<file path="config.mk">
export PLATFORM = sky130hd
export DESIGN_NAME = gpt_ctrl_irq
export DESIGN_NICKNAME = d
export VERILOG_FILES = /design/src/hw/gpt_pkg.sv /design/src/hw/gpt_axi_slave.sv /design/src/hw/gpt_ctrl_irq.sv /design/src/hw/gpt_edge_detect.sv
export SDC_FILE = /design/constraint.sdc
export NUM_CORES = 1
export LEC_CHECK = 0
export BUFFER_PORTS_ARGS = -buffer_cell sky130_fd_sc_hd__buf_2
export CAP_MARGIN = 20
export CORE_ASPECT_RATIO = 0.9
export CORE_MARGIN = 2
export CORE_UTILIZATION = 51
export CTS_CLUSTER_DIAMETER = 30
export CTS_CLUSTER_SIZE = 14
export DETAILED_ROUTE_END_ITERATION = 10
export HOLD_SLACK_MARGIN = 0.12
export PLACE_DENSITY = 0.84
export SYNTH_ARGS = -nofsm -noshare
export SYNTH_HDL_FRONTEND = slang
export SYNTH_SLANG_ARGS = --single-unit
</file>
<file path="constraint.sdc">
create_clock -name clk_sys -period 3.9 [get_ports clk_sys]
set_input_delay 0.975 -clock clk_sys [delete_from_list [all_inputs] [get_ports clk_sys]]
set_output_delay 0.975 -clock clk_sys [all_outputs]
set_load 0.02 [all_outputs]
</file>
<file path="src/hw/gpt_pkg.sv">
// How it works
// - control bit 6 set inverts the first timer's pwm output, clear passes it, reset 0.
// - control bit 5 set lets the first timer's output trigger out, clear blocks it, reset 0.
// - control bit 4 set enables real-time-clock counting, clear stops it, reset 0.
// - control bits 3:2 pick the capture edge: 00 rising, 01 falling, 11 both, 10 reserved.
// - control bit 1 set allows the first timer to stall, clear forbids it, reset 0.
// - control bit 0 set starts the first timer (counting or capture armed), clear stops it.
// - the mask register at 0x018 enables a source with a written 1 and disables it with a 0.
// - mask bit 3 gates the real-time-clock event interrupt.
// - mask bit 2 gates first capture event and mask bit 1 first capture match.
// - mask bit 0 gates first time-out, and bits 31:11 and 7:4 are read-only zero.
// - every mask bit resets to 0 so all timer interrupts start disabled.
// - raw flags are set by their events whatever the mask, the output only for enabled ones.
//
// package of the timer control and interrupt block: offsets, fields, carriers.
// assumes a 32-bit axi4-lite slave with an 8-bit byte address.
package gpt_pkg;

  localparam int unsigned ADDR_W = 8;

  // register byte offsets
  localparam logic [7:0] CTRL_OFFSET = 8'h0C;
  localparam logic [7:0] MASK_OFFSET = 8'h18;
  localparam logic [7:0] RAW_OFFSET  = 8'h1C;
  localparam logic [7:0] MIS_OFFSET  = 8'h20;

  // interrupt source bit positions, shared by mask, raw and masked status
  localparam int unsigned FIRST_TIMEOUT_BIT   = 0;
  localparam int unsigned FIRST_MATCH_BIT     = 1;
  localparam int unsigned FIRST_EVENT_BIT     = 2;
  localparam int unsigned CLOCK_EVENT_BIT     = 3;
  localparam int unsigned SECOND_TIMEOUT_BIT  = 8;
  localparam int unsigned SECOND_MATCH_BIT    = 9;
  localparam int unsigned SECOND_EVENT_BIT    = 10;

  // writable bits and reset values
  localparam logic [31:0] IRQ_BITS   = 32'h0000070F;
  localparam logic [31:0] MASK_RESET = 32'h00000000;
  localparam logic [6:0]  CTRL_RESET = 7'h00;

  // capture edge codes
  localparam logic [1:0] EDGE_RISE     = 2'h0;
  localparam logic [1:0] EDGE_FALL     = 2'h1;
  localparam logic [1:0] EDGE_RESERVED = 2'h2;
  localparam logic [1:0] EDGE_BOTH     = 2'h3;

  // axi response codes
  localparam logic [1:0] RESP_OKAY   = 2'h0;
  localparam logic [1:0] RESP_SLVERR = 2'h2;

  // control register, bit 6 down to bit 0
  typedef struct packed {
    logic       first_pwm_invert;
    logic       first_trigger_out_enable;
    logic       clock_count_enable;
    logic [1:0] first_capture_edge_select;
    logic       first_stall_enable;
    logic       first_timer_enable;
  } gpt_ctrl_type;

  // one captured write: address, data, byte strobes
  typedef struct packed {
    logic [7:0]  addr;
    logic [31:0] data;
    logic [3:0]  strb;
  } gpt_wreq_type;

  // the seven interrupt source pulses
  typedef struct packed {
    logic second_capture_event;
    logic second_capture_match;
    logic second_timeout;
    logic clock_event;
    logic first_capture_event;
    logic first_capture_match;
    logic first_timeout;
  } gpt_src_type;

endpackage

</file>
<file path="src/hw/gpt_axi_slave.sv">
// axi4-lite slave front end: one write and one read in flight.
// assumes the register file decodes and answers read data combinationally.
`timescale 1ns/100ps
module gpt_axi_slave (
  input  wire logic                 clk_sys,  // system clock
  input  wire logic                 rst_n,    // synchronous reset, active low
  input  wire logic [7:0]           awaddr,   // write address
  input  wire logic                 awvalid,  // write address valid
  output logic                      awready,  // write address ready
  input  wire logic [31:0]          wdata,    // write data
  input  wire logic [3:0]           wstrb,    // write strobes
  input  wire logic                 wvalid,   // write data valid
  output logic                      wready,   // write data ready
  output logic [1:0]                bresp,    // write response
  output logic                      bvalid,   // write response valid
  input  wire logic                 bready,   // write response ready
  input  wire logic [7:0]           araddr,   // read address
  input  wire logic                 arvalid,  // read address valid
  output logic                      arready,  // read address ready
  output logic [31:0]               rdata,    // read data
  output logic [1:0]                rresp,    // read response
  output logic                      rvalid,   // read data valid
  input  wire logic                 rready,   // read data ready
  output gpt_pkg::gpt_wreq_type     wr_req,   // captured write
  output logic                      wr_fire,  // apply write this cycle
  input  wire logic                 wr_hit,   // write address mapped
  output logic                      rd_take,  // read taken this cycle
  input  wire logic [31:0]          rd_data,  // read data for araddr
  input  wire logic                 rd_hit    // read address mapped
);
  gpt_pkg::gpt_wreq_type req_q, req_d;
  logic aw_full_q, aw_full_d, w_full_q, w_full_d;
  logic bvalid_q, bvalid_d, rvalid_q, rvalid_d;
  logic [1:0]  bresp_q, bresp_d, rresp_q, rresp_d;
  logic [31:0] rdata_q, rdata_d;

  // address and data land in either order, write goes once both are held
  always_comb begin
    awready   = !aw_full_q;
    wready    = !w_full_q;
    arready   = !rvalid_q;
    wr_fire   = aw_full_q & w_full_q & !bvalid_q;
    rd_take   = arvalid & arready;
    req_d     = req_q;
    aw_full_d = aw_full_q & !wr_fire;
    w_full_d  = w_full_q & !wr_fire;
    bvalid_d  = bvalid_q & !bready;
    bresp_d   = bresp_q;
    rvalid_d  = rvalid_q & !rready;
    rresp_d   = rresp_q;
    rdata_d   = rdata_q;
    if (awvalid && awready) begin
      req_d.addr = awaddr;
      aw_full_d  = 1'b1;
    end
    if (wvalid && wready) begin
      req_d.data = wdata;
      req_d.strb = wstrb;
      w_full_d   = 1'b1;
    end
    if (wr_fire) begin
      bvalid_d = 1'b1;
      bresp_d  = wr_hit ? gpt_pkg::RESP_OKAY : gpt_pkg::RESP_SLVERR;
    end
    if (rd_take) begin
      rvalid_d = 1'b1;
      rdata_d  = rd_data;
      rresp_d  = rd_hit ? gpt_pkg::RESP_OKAY : gpt_pkg::RESP_SLVERR;
    end
  end

  always_ff @(posedge clk_sys) begin
    if (!rst_n) begin
      req_q     <= '0;
      aw_full_q <= 1'b0;
      w_full_q  <= 1'b0;
      bvalid_q  <= 1'b0;
      bresp_q   <= gpt_pkg::RESP_OKAY;
      rvalid_q  <= 1'b0;
      rresp_q   <= gpt_pkg::RESP_OKAY;
      rdata_q   <= 32'h00000000;
    end else begin
      req_q     <= req_d;
      aw_full_q <= aw_full_d;
      w_full_q  <= w_full_d;
      bvalid_q  <= bvalid_d;
      bresp_q   <= bresp_d;
      rvalid_q  <= rvalid_d;
      rresp_q   <= rresp_d;
      rdata_q   <= rdata_d;
    end
  end

  assign wr_req = req_q;
  assign bvalid = bvalid_q;
  assign bresp  = bresp_q;
  assign rvalid = rvalid_q;
  assign rresp  = rresp_q;
  assign rdata  = rdata_q;
endmodule

</file>
<file path="src/hw/gpt_ctrl_irq.sv">
// first timer control bits and the timer interrupt mask, status and line.
// assumes the counter datapath on clk_sys supplies one-cycle event pulses
// and the raw pwm and trigger levels; only the capture pin is asynchronous.
`timescale 1ns/100ps
module gpt_ctrl_irq (
  input  wire logic        clk_sys,            // system clock, 250 MHz
  input  wire logic        rst_n,              // synchronous reset, active low
  input  wire logic [7:0]  awaddr,             // axi write address
  input  wire logic        awvalid,            // axi write address valid
  output logic             awready,            // axi write address ready
  input  wire logic [31:0] wdata,              // axi write data
  input  wire logic [3:0]  wstrb,              // axi write strobes
  input  wire logic        wvalid,             // axi write data valid
  output logic             wready,             // axi write data ready
  output logic [1:0]       bresp,              // axi write response
  output logic             bvalid,             // axi write response valid
  input  wire logic        bready,             // axi write response ready
  input  wire logic [7:0]  araddr,             // axi read address
  input  wire logic        arvalid,            // axi read address valid
  output logic             arready,            // axi read address ready
  output logic [31:0]      rdata,              // axi read data
  output logic [1:0]       rresp,              // axi read response
  output logic             rvalid,             // axi read data valid
  input  wire logic        rready,             // axi read data ready
  input  wire logic        capture_pin,        // first timer capture pin
  input  wire logic        first_timeout_in,   // first timer time-out pulse
  input  wire logic        first_match_in,     // first capture match pulse
  input  wire logic        clock_tick_in,      // real-time-clock event pulse
  input  wire logic        second_timeout_in,  // second timer time-out pulse
  input  wire logic        second_match_in,    // second capture match pulse
  input  wire logic        second_event_in,    // second capture event pulse
  input  wire logic        first_pwm_in,       // first timer raw pwm level
  input  wire logic        first_trigger_in,   // first timer raw trigger
  input  wire logic        debug_halt,         // debugger halt request
  output logic             first_timer_run,    // first timer enabled
  output logic             first_timer_stall,  // first timer held by debug
  output logic             clock_count_run,    // rtc counting enabled
  output logic             first_pwm_out,      // pwm after level control
  output logic             first_trigger_out,  // gated output trigger
  output logic             irq                 // timer interrupt, active high
);
  gpt_pkg::gpt_wreq_type wr_req;
  gpt_pkg::gpt_ctrl_type ctrl_q, ctrl_d;
  gpt_pkg::gpt_src_type  src;
  logic [31:0] mask_q, mask_d, raw_q, raw_d;
  logic [31:0] src_word, clr_word, set_clr;
  logic [31:0] rd_data;
  logic [31:0] ctrl_word;  // control word after a strobed merge
  logic        wr_fire, wr_hit, rd_take, rd_hit;
  logic        first_event;
  logic        pwm_q, pwm_d, trig_q, trig_d, stall_q, stall_d, irq_q, irq_d;

  // byte lanes selected by the write strobes
  function automatic logic [31:0] lane_mask(input logic [3:0] strb);
    lane_mask = {{8{strb[3]}}, {8{strb[2]}}, {8{strb[1]}}, {8{strb[0]}}};
  endfunction

  // strobed merge of new data into a register, limited to writable bits
  function automatic logic [31:0] merge(input logic [31:0] old_v,
                                        input logic [31:0] new_v,
                                        input logic [3:0]  strb,
                                        input logic [31:0] rw_bits);
    logic [31:0] sel;
    sel   = lane_mask(strb) & rw_bits;
    merge = (old_v & ~sel) | (new_v & sel);
  endfunction

  // true for the four word addresses this block answers
  function automatic logic mapped(input logic [7:0] addr);
    logic [7:0] word;
    word   = {addr[7:2], 2'h0};
    mapped = (word == gpt_pkg::CTRL_OFFSET) || (word == gpt_pkg::MASK_OFFSET) ||
             (word == gpt_pkg::RAW_OFFSET)  || (word == gpt_pkg::MIS_OFFSET);
  endfunction

  // place the seven source pulses at their status bit positions
  function automatic logic [31:0] place(input gpt_pkg::gpt_src_type s);
    logic [31:0] w;
    w = 32'h00000000;
    w[gpt_pkg::FIRST_TIMEOUT_BIT]  = s.first_timeout;
    w[gpt_pkg::FIRST_MATCH_BIT]    = s.first_capture_match;
    w[gpt_pkg::FIRST_EVENT_BIT]    = s.first_capture_event;
    w[gpt_pkg::CLOCK_EVENT_BIT]    = s.clock_event;
    w[gpt_pkg::SECOND_TIMEOUT_BIT] = s.second_timeout;
    w[gpt_pkg::SECOND_MATCH_BIT]   = s.second_capture_match;
    w[gpt_pkg::SECOND_EVENT_BIT]   = s.second_capture_event;
    place = w;
  endfunction

  gpt_axi_slave u_bus (
    .clk_sys (clk_sys),
    .rst_n   (rst_n),
    .awaddr  (awaddr),
    .awvalid (awvalid),
    .awready (awready),
    .wdata   (wdata),
    .wstrb   (wstrb),
    .wvalid  (wvalid),
    .wready  (wready),
    .bresp   (bresp),
    .bvalid  (bvalid),
    .bready  (bready),
    .araddr  (araddr),
    .arvalid (arvalid),
    .arready (arready),
    .rdata   (rdata),
    .rresp   (rresp),
    .rvalid  (rvalid),
    .rready  (rready),
    .wr_req  (wr_req),
    .wr_fire (wr_fire),
    .wr_hit  (wr_hit),
    .rd_take (rd_take),
    .rd_data (rd_data),
    .rd_hit  (rd_hit)
  );

  // capture logic is armed only while the timer is enabled
  gpt_edge_detect u_edge (
    .clk_sys   (clk_sys),
    .rst_n     (rst_n),
    .pin_in    (capture_pin),
    .arm       (ctrl_q.first_timer_enable),
    .edge_sel  (ctrl_q.first_capture_edge_select),
    .event_out (first_event)
  );

  // event sources; the rtc tick counts only while rtc counting is on
  always_comb begin
    src.first_timeout        = first_timeout_in;
    src.first_capture_match  = first_match_in;
    src.first_capture_event  = first_event;
    src.clock_event          = clock_tick_in & ctrl_q.clock_count_enable;
    src.second_timeout       = second_timeout_in;
    src.second_capture_match = second_match_in;
    src.second_capture_event = second_event_in;
  end

  // read mux, reserved bits read as zero
  always_comb begin
    rd_hit = mapped(araddr);
    wr_hit = mapped(wr_req.addr);
    case ({araddr[7:2], 2'h0})
      gpt_pkg::CTRL_OFFSET: rd_data = {25'h0000000, ctrl_q};
      gpt_pkg::MASK_OFFSET: rd_data = mask_q;
      gpt_pkg::RAW_OFFSET:  rd_data = raw_q;
      gpt_pkg::MIS_OFFSET:  rd_data = raw_q & mask_q;
      default:              rd_data = 32'h00000000;
    endcase
  end

  // register file next state; a raw flag set in the cycle of its clear stays set
  always_comb begin
    src_word  = place(src);
    clr_word  = 32'h00000000;
    // merged word kept whole, only the low seven bits are stored
    ctrl_word = merge({25'h0000000, ctrl_q}, wr_req.data, wr_req.strb, 32'h0000007F);
    ctrl_d   = ctrl_q;
    mask_d   = mask_q;
    if (wr_fire) begin
      case ({wr_req.addr[7:2], 2'h0})
        gpt_pkg::CTRL_OFFSET:
          ctrl_d = ctrl_word[6:0];
        gpt_pkg::MASK_OFFSET:
          mask_d = merge(mask_q, wr_req.data, wr_req.strb,
                         gpt_pkg::IRQ_BITS);
        gpt_pkg::RAW_OFFSET:
          clr_word = wr_req.data & lane_mask(wr_req.strb) & gpt_pkg::IRQ_BITS;
        default: ;
      endcase
    end
    set_clr = src_word & clr_word;
    raw_d   = (raw_q & ~clr_word) | src_word;
  end

  always_ff @(posedge clk_sys) begin
    if (!rst_n) begin
      ctrl_q <= gpt_pkg::CTRL_RESET;
      mask_q <= gpt_pkg::MASK_RESET;
      raw_q  <= 32'h00000000;
    end else begin
      ctrl_q <= ctrl_d;
      mask_q <= mask_d;
      raw_q  <= raw_d;
    end
  end

  // output stage: pwm level, trigger gate, stall permit, interrupt line
  always_comb begin
    pwm_d   = first_pwm_in ^ ctrl_q.first_pwm_invert;
    trig_d  = first_trigger_in & ctrl_q.first_trigger_out_enable;
    stall_d = debug_halt & ctrl_q.first_stall_enable;
    irq_d   = |(raw_q & mask_q);
  end

  // registered so every data output is glitch free, at one cycle of delay
  always_ff @(posedge clk_sys) begin
    if (!rst_n) begin
      pwm_q   <= 1'b0;
      trig_q  <= 1'b0;
      stall_q <= 1'b0;
      irq_q   <= 1'b0;
    end else begin
      pwm_q   <= pwm_d;
      trig_q  <= trig_d;
      stall_q <= stall_d;
      irq_q   <= irq_d;
    end
  end

  assign first_timer_run   = ctrl_q.first_timer_enable;
  assign clock_count_run   = ctrl_q.clock_count_enable;
  assign first_timer_stall = stall_q;
  assign first_pwm_out     = pwm_q;
  assign first_trigger_out = trig_q;
  assign irq               = irq_q;
endmodule

</file>
<file path="src/hw/gpt_edge_detect.sv">
// capture pin synchroniser and edge selector for the first timer.
// assumes the pin is asynchronous to clk_sys; event is a one-cycle pulse.
`timescale 1ns/100ps
module gpt_edge_detect (
  input  wire logic       clk_sys,   // system clock
  input  wire logic       rst_n,     // synchronous reset, active low
  input  wire logic       pin_in,    // raw capture pin
  input  wire logic       arm,       // capture logic armed
  input  wire logic [1:0] edge_sel,  // edge select code
  output logic            event_out  // registered edge pulse
);
  logic sync1_q, sync2_q, prev_q, event_q;
  logic sync1_d, sync2_d, prev_d, event_d;
  logic rise, fall;

  // edges seen only past the second stage
  always_comb begin
    sync1_d = pin_in;
    sync2_d = sync1_q;
    prev_d  = sync2_q;
    rise    = sync2_q & ~prev_q;
    fall    = ~sync2_q & prev_q;
    case (edge_sel)
      gpt_pkg::EDGE_RISE: event_d = arm & rise;
      gpt_pkg::EDGE_FALL: event_d = arm & fall;
      gpt_pkg::EDGE_BOTH: event_d = arm & (rise | fall);
      default:            event_d = 1'b0;  // reserved code captures nothing
    endcase
  end

  always_ff @(posedge clk_sys) begin
    if (!rst_n) begin
      sync1_q <= 1'b0;
      sync2_q <= 1'b0;
      prev_q  <= 1'b0;
      event_q <= 1'b0;
    end else begin
      sync1_q <= sync1_d;
      sync2_q <= sync2_d;
      prev_q  <= prev_d;
      event_q <= event_d;
    end
  end

  assign event_out = event_q;
endmodule

</file>
## After elaboration in Yosys (flattened, before gate mapping)

Index checks and enable logic that the tools add are counted.
W data, S select, Z words.

- Flip-flop bits (word level): 161
- Logic and storage cells: 97

- Equal/unequal tests: 10
- Mux-type cells: 10
- Bitwise gates (word level): 32
- Reduce and logical (&&, ||, !) cells: 19

Operators by type and width:

| operator | count |
|---|---|
| $pmux W32 S4 | 1 |
| $and A32 B32 Y32 | 3 |
| $and A32 B11 Y32 | 1 |
| $not A11 Y32 | 1 |
| $not A32 Y32 | 1 |
| $or A32 B11 Y32 | 1 |
| $or A32 B32 Y32 | 1 |
| $reduce_or A32 Y1 | 1 |
| $eq A6 B3 Y1 const B | 4 |
| $mux W11 | 2 |
| $and A1 B1 Y1 | 15 |
| $and A7 B7 Y7 | 2 |
| $eq A6 B2 Y1 const B | 2 |
| $eq A6 B4 Y1 const B | 2 |
| $and A11 B11 Y11 | 1 |
| $logic_not A1 Y1 | 7 |
| $not A7 Y7 | 1 |
| $or A7 B7 Y7 | 1 |
| $logic_or A1 B1 Y1 | 6 |
| $mux W1 | 4 |
| $mux W2 | 2 |
| $reduce_and A2 Y1 | 2 |
| $pmux W1 S3 | 1 |
| $eq A2 B1 Y1 const B | 1 |
| 6 further kinds | 8 |

## Longest topological paths before layout

Gate-level depths: netlist of the first run.

- Depth after elaboration: 6
- Mapped depth: 6

## Hierarchy

A second synthesis of the first run with hierarchy kept.

- Cells, all modules: 525
- Area total of the unflattened synthesis: 4663.2 sq um

By module, submodules not included:

| module | times used | cells an instance | area each (sq um) | seq. area each (sq um) |
|---|---|---|---|---|
| gpt_axi_slave | 1 | 362 | 3156.8 | 1641.6 |
| gpt_ctrl_irq | 1 | 147 | 1341.3 | 500.5 |
| gpt_edge_detect | 1 | 16 | 165.2 | 80.1 |

## Worst setup path after synthesis of the first run

Ideal clock, no wire load.

- Path type: input-to-reg
- Start: in araddr[3]
- End: reg u_bus.rdata_q[0] (netlist: u_bus.rdata[0])
- Library setup time: 0.130 ns
- Data arrival time: 1.866 ns
- Data required time: 3.770 ns
- Slack: 1.905 ns
- Cell stages on the path: 6
- Cell sequence: and2_1 buf_6 and3_1 buf_2 a221oi_1 o21ai_0

- Word-level cells in the longest chain between the ends: 2

RTL lines:

| element | line | source |
|---|---|---|
| start: declaration | gpt_ctrl_irq.sv:18 | `input wire logic [7:0] araddr,` |
| $eq A6 B4 Y1, or another cell as far along | gpt_ctrl_irq.sv:143 | `case ({araddr[7:2], 2'h0})` |
| $pmux W32 S4 (*) | gpt_ctrl_irq.sv:143 |  |
| end signal: assignment | gpt_axi_slave.sv:90 | `rdata_q <= rdata_d;` |
| end: declaration | gpt_axi_slave.sv:35 | `logic [31:0] rdata_q, rdata_d;` |

Mark *: on every way between the ends. The rest lies on a longest branch, timed or not.
A chain may end at the register's enable or synchronous reset.

## Final worst setup path of the first run

- Start: in araddr[5]
- End: reg u_bus.rdata_q[3] (netlist: u_bus.rdata[3])

Same word-level chain as after synthesis.

==> run metrics, run 1 <==
worst skew pair latency 0.33 ns; share of the yosys chip area belonging to registers 45.2%; average routed wire per standard cell 13.5 µm; antenna violations before repair 0; Setup Skew 0.00720 ns; layer with the highest usage met2; gate count after technology mapping 316; clock tree from TritonCTS done; cells along the critical path buf_2, nor4b_4, and3_1, a221oi_1, o21ai_0; Area growth, synth to finish 15.6%; Max Clock Freq 502 MHz; wire length of the first global-routing pass 9620 µm; overall die area 6080 µm²; top library cells by usage in the layout, fill and taps aside 63 x sky130_fd_sc_hd__dfxtp_1, 63 x sky130_fd_sc_hd__buf_2, 48 x sky130_fd_sc_hd__nand2_1, 24 x sky130_fd_sc_hd__conb_1, 23 x sky130_fd_sc_hd__nor2_1; worst path buffer plus inverter count 1; number of enable flip-flop cells after synthesis 0; worst endpoint data arrival time 2.24 ns; critical path data required time 4.15 ns; number of nets in the layout 445; number of global-route vias before repair 2,132; mean instance size in the synthesized netlist 8.84 µm²; Inserted Diodes 0; total of buffers placed on input and output ports 63; Total Routing Usage GR 20.9%; post-synthesis instance area 2790 µm²; Main synth FF type sky130_fd_sc_hd__dfxtp_1; drt first pass iters 4; worst slew margin relative to its limit 54.5%; Setup crit start kind input pin; number of max-slew violations in the final report 0; type of the worst setup path input pin to flop; unrepaired setup endpoints after global routing false; actual slew at the worst max-slew pin 0.680 ns; largest buffer count on any clock path 2; proportion of synthesized flip-flops having asynchronous set or reset 0%; area of combinational cells with multiple inputs 1330 µm²; longest individual stage delay on the worst path 0.65 ns; count of synthesis-stage warnings from yosys 0; setup tns final 0 ns; area leader, netlist sky130_fd_sc_hd__dfxtp_1; placed wire-length estimate 4300 µm; master cell of the clock root buffer sky130_fd_sc_hd__clkbuf_8; via total after detailed routing 2,325; number of maximum-capacitance constraint violations 0; Initial Util 53.1%; met1 track demand over resource 26.4%; global routing usage on met2 33.8%; count of clock tree sinks 63; global placement routability congestion 0.816; area of the placeable core 5260 µm²; number of CTS-inserted buffers 9; number of synthesized register bits 63; number of buffers inserted by post-CTS setup repair 0; crit path capture type flop; post-detailed-route count of antenna-violating nets 0; die width 82 µm; dominant cells by area after synthesis sky130_fd_sc_hd__dfxtp_1 45%, sky130_fd_sc_hd__buf_4 6.7%, sky130_fd_sc_hd__nand2_1 6.5%; number of hold violations in the final report 0; critical-path maximum fanout 14; I/O pin cnt 116; number of buffers added to fix hold violations after cts 0; shortest period the worst path allows 1.99 ns; global routing met3 resource utilization 4.13%; count of cell types in the netlist 43; clock slew at reported path FFs 0.07 ns; number of H-tree levels 3; power density over the cells 428 nW/µm²; Final Instance Area 3230 µm²; portion of synthesized cell area occupied by the leading cell type 45.2%; 1st-iter DRT viols 168; leak pwr 1.43 nW; worst vdd ir 211 µV; worst hold path class flop to flop; setup slack of the most critical reg-to-reg path 2.38 ns; placed cell area 3030 µm²; run status finished clean; total overflow reported by the global router 0; Total Wirelength 6040 µm; total power 1.38 mW; CP top delay family simple AND/OR/NAND/NOR gates; cell row count 25; DRC violation count after routing 0; fraction of layout instances using a drive strength above 1 22.4%; Storage cell area 1260 µm²; final setup vio count 0; pin count of the biggest net entering global routing 34; part of the cycle the worst path needs 51.1%; critical-path cell with the highest stage delay sky130_fd_sc_hd__nor4b_4; filler cell count 479; detail-routed via count per cell 5.21; number of gates resized after cts 0; chip height 74.2 µm
## area by class of cell
type                            count  share of cell area, %
Tap cell                           67                   2.60
Inverter                            9                   1.05
Timing Repair Buffer               64                   10.0
Clock inverter                      5                   1.78
Sequential cell                    63                   39.1
Clock buffer                       11                   4.38
Multi-Input combinational cell    227                   41.1
## final timing paths
path | to | depth (start not counted) | startpoint
hold / removal | u_edge.prev_d | 1 | u_edge.sync1_q
setup reg to reg | flop | 4 | u_bus.w_full_q
hold reg to reg | u_edge.prev_d | 1 | u_edge.sync1_q
setup / recovery | u_bus.rdata[3] | 5 | araddr[5]
## per-layer routing
| metal | part of all wire (%) | up-vias |
|---|---|---|
| met3 | 6.0 | 13 |
| met2 | 47 | 75 |
| li1 | - | 1177 |
| met4 | 2.3 | 0 |
| met5 | 0 | - |
| met1 | 45 | 1060 |
## report_power, final
group,total (mW),leakage [nW],internal [mW],switching (mW)
sequential,0.686,0.514,0.665,0.0211
combinational,0.131,0.828,0.0451,0.0858
clock,0.564,0.0916,0.311,0.253
total,1.38,1.43,1.02,0.360
## Yosys cell counts, types with 2 or more instances
| cell | instances |
|---|---|
| sky130_fd_sc_hd__nand2_1 | 48 |
| sky130_fd_sc_hd__ha_1 | 2 |
| sky130_fd_sc_hd__a31oi_1 | 2 |
| sky130_fd_sc_hd__inv_1 | 8 |
| sky130_fd_sc_hd__nand3_1 | 11 |
| sky130_fd_sc_hd__a32oi_1 | 3 |
| sky130_fd_sc_hd__buf_4 | 25 |
| sky130_fd_sc_hd__a41oi_1 | 3 |
| sky130_fd_sc_hd__dfxtp_1 | 63 |
| sky130_fd_sc_hd__buf_2 | 4 |
| sky130_fd_sc_hd__o21ai_0 | 20 |
| sky130_fd_sc_hd__a22oi_1 | 2 |
| sky130_fd_sc_hd__nor3b_1 | 4 |
| sky130_fd_sc_hd__a221oi_1 | 4 |
| sky130_fd_sc_hd__nor2_1 | 23 |
| sky130_fd_sc_hd__nor2b_1 | 5 |
| sky130_fd_sc_hd__o21ai_1 | 3 |
| sky130_fd_sc_hd__a32o_1 | 7 |
| sky130_fd_sc_hd__and3_1 | 9 |
| sky130_fd_sc_hd__a21oi_1 | 20 |
| sky130_fd_sc_hd__nor3_1 | 2 |
| sky130_fd_sc_hd__and2_1 | 3 |
| sky130_fd_sc_hd__nor4b_4 | 3 |
| sky130_fd_sc_hd__clkbuf_1 | 10 |
| sky130_fd_sc_hd__mux2i_1 | 14 |
## kinds of logic (layout without fill, tap and decap cells)
kind of cell,count (synthesis),count (layout),synth area share [%]
buf+inv,49,89,10.4
mux,14,14,5.02
flops,63,63,45.2
compound gates,71,71,16.7
xor+xnor,1,1,0.314
fa+ha+maj,2,2,0.896
other cells,1,24,0.134
simple gates,115,115,21.4
## per-stage QoR
| step | util [%] | setup slack (ns) | cells | hold slack (ns) |
|---|---|---|---|---|
| 6_report | 61.4 | 1.91 | 446 | 0.438 |
| 5_1_grt | 61.4 | 1.81 | 446 | 0.472 |
| 4_1_cts | 61.4 | 1.94 | 446 | 0.444 |
| 3_5_place_dp | 57.6 | 1.60 | 430 | 0.426 |
| 3_3_place_gp | 57.6 | 1.69 | 430 | 0.416 |
| 2_1_floorplan | - | 1.90 | 339 | 0.412 |
Power figures use the tool's default switching activity.
==> run 2: changes to the inputs <==
--- a/config.mk
+++ b/config.mk
@@ -9,12 +9,12 @@
 export CAP_MARGIN = 20
 export CORE_ASPECT_RATIO = 0.9
 export CORE_MARGIN = 2
-export CORE_UTILIZATION = 51
+export CORE_UTILIZATION = 43
 export CTS_CLUSTER_DIAMETER = 30
 export CTS_CLUSTER_SIZE = 14
 export DETAILED_ROUTE_END_ITERATION = 10
 export HOLD_SLACK_MARGIN = 0.12
-export PLACE_DENSITY = 0.84
+export PLACE_DENSITY = 0.76
 export SYNTH_ARGS = -nofsm -noshare
 export SYNTH_HDL_FRONTEND = slang
 export SYNTH_SLANG_ARGS = --single-unit
==> constraint.sdc (replaced) <==
create_clock -name clk_sys -period 1.73 [get_ports clk_sys]
set_input_delay 0.4325 -clock clk_sys [delete_from_list [all_inputs] [get_ports clk_sys]]
set_output_delay 0.4325 -clock clk_sys [all_outputs]
set_load 0.02 [all_outputs]
==> run 2 against run 1 <==
Effect of this change: utilization shrank 8.1 points; clock power up 120%; non-clock buffer count up 9; register-to-register slack got worse by 2.2 ns; global-route usage is 3.0 points lower; sequential power is 120% higher; via count grew 0.56%; final cell count up 6.5%; critical path type is now flop to flop; largest power group unchanged.
==> run metrics, run 2 (synthesis gave the netlist of run 1 again) <==
crit path capture type flop; via total after detailed routing 2,338; fin worst setup slack 0.222 ns; overall die area 7160 µm²; pin count of the biggest net entering global routing 32; global placement routability congestion 0.807; Initial Util 44.9%; worst endpoint data arrival time 1.72 ns; Total Routing Usage GR 18.0%; total overflow reported by the global router 0; filler cell count 614; part of the cycle the worst path needs 87.2%; master cell of the clock root buffer sky130_fd_sc_hd__clkbuf_8; cell-internal power 2.31 mW; shortest period the worst path allows 1.51 ns; relative contribution of the clock network to total power 40.1%; Max Clock Freq 663 MHz; setup tns final 0 ns; number of placed cells counting well taps 459; I/O pin cnt 116; number of maximum-capacitance constraint violations 0; placed cell area 3120 µm²; number of nets in the layout 454; wire length of the first global-routing pass 9760 µm; antenna violations before repair 0; unrepaired setup endpoints after global routing false; largest buffer count on any clock path 2; combinational fraction of design power 9.9%; placed wire-length estimate 4600 µm; number of buffers added to fix hold violations after cts 0; number of H-tree levels 3; critical path data required time 1.94 ns; clock tree from TritonCTS done; Area growth, synth to finish 18.6%; DRC violation count after routing 0; Setup crit start kind flop; count of clock tree sinks 63; Inserted Diodes 0; drt first pass iters 4; Total Wirelength 6180 µm; leak pwr 1.49 nW; area of combinational cells with multiple inputs 1330 µm²; critical-path maximum fanout 14; final setup vio count 0; reported net switching power 783 µW; Setup Skew 0.00638 ns; chip height 80.5 µm; number of CTS-inserted buffers 9; power density over the cells 934 nW/µm²; number of gates resized after cts 0; area of the placeable core 6220 µm²; power share of the sequential group 50.0%; die width 89.0 µm; Storage cell area 1260 µm²; average routed wire per standard cell 13.0 µm; number of max-slew violations in the final report 0; clock slew at reported path FFs 0.07 ns; top library cells by usage in the layout, fill and taps aside 63 x sky130_fd_sc_hd__dfxtp_1, 63 x sky130_fd_sc_hd__buf_2, 48 x sky130_fd_sc_hd__nand2_1, 24 x sky130_fd_sc_hd__conb_1, 23 x sky130_fd_sc_hd__nor2_1; total power 3.09 mW; run status finished clean; worst vdd ir 415 µV; switching share of power 25.3%; 1st-iter DRT viols 92; setup slack at placement 0.0598 ns; worst skew pair latency 0.34 ns; number of buffers inserted by post-CTS setup repair 0; worst slew margin relative to its limit 56.7%; number of cells in the finished layout apart from fillers 475; number of global-route vias before repair 2,136; cell row count 27; type of the worst setup path flop to flop; Final Instance Area 3310 µm²; fraction of layout instances using a drive strength above 1 24.0%; worst hold path class input pin to flop; total of buffers placed on input and output ports 63; actual slew at the worst max-slew pin 0.648 ns; detail-routed via count per cell 4.92; post-detailed-route count of antenna-violating nets 0; number of hold violations in the final report 0
[run 2: cell types whose count changed in the layout (fill, tap and decap cells not counted), sizes merged]
cell | before | now
buf | 64 | 73
clkinvlp | 3 | 0
clkinv | 2 | 4
clkbuf | 11 | 12
[run 2: worst paths after layout]
kind / endpoint / from / slack, ns / depth (start not counted)
max: flop / u_bus.wr_req[41] / 0.22 / 4
min: u_bus.rvalid / rready / 0.27 / 2
max reg2reg: flop / u_bus.wr_req[41] / 0.22 / 4
min reg2reg: u_edge.prev_d / u_edge.sync1_q / 0.43 / 1
[run 2: critical path: stages (launching register included)]
cell and delay, ns:
sky130_fd_sc_hd__dfxtp_1 0.36, sky130_fd_sc_hd__nor4b_4 0.38, sky130_fd_sc_hd__nand4b_2 0.37, sky130_fd_sc_hd__nand3_1 0.18, sky130_fd_sc_hd__o21ai_0 0.09
[run 2: cell type report]
cell class | count | area share, %
Clock inverter | 4 | 1.36
Clock buffer | 12 | 4.38
Sequential cell | 63 | 38.1
Tap cell | 87 | 3.29
Timing Repair Buffer | 73 | 11.8
Inverter | 9 | 1.02
Multi-Input combinational cell | 227 | 40.1
[run 2: power by group through the flow]
stage | Clock, mW | Combinational [mW] | Sequential (mW)
global placement | 0 | 0.299 | 1.57
detailed placement | 0 | 0.305 | 1.58
finish | 1.24 | 0.307 | 1.54
global route | 1.32 | 0.342 | 1.55
CTS | 1.27 | 0.307 | 1.54
floorplan | 0 | 0.236 | 1.57
[run 2: through the flow]
stage | hold WS (ns) | util, %
2_1_floorplan | 0.412 | -
3_3_place_gp | 0.417 | 50.2
3_5_place_dp | 0.419 | 50.2
4_1_cts | 0.259 | 53.3
5_1_grt | 0.280 | 53.3
6_report | 0.272 | 53.3
[run 2: routing by layer]
layer  vias to the layer above  track usage, %  routed length [µm]
met5                         -               0                   0
met4                         0            9.40                 120
met3                        11            4.32                 382
met2                        76            27.2                2860
met1                      1054            23.6                2820
li1                       1197               -                   -
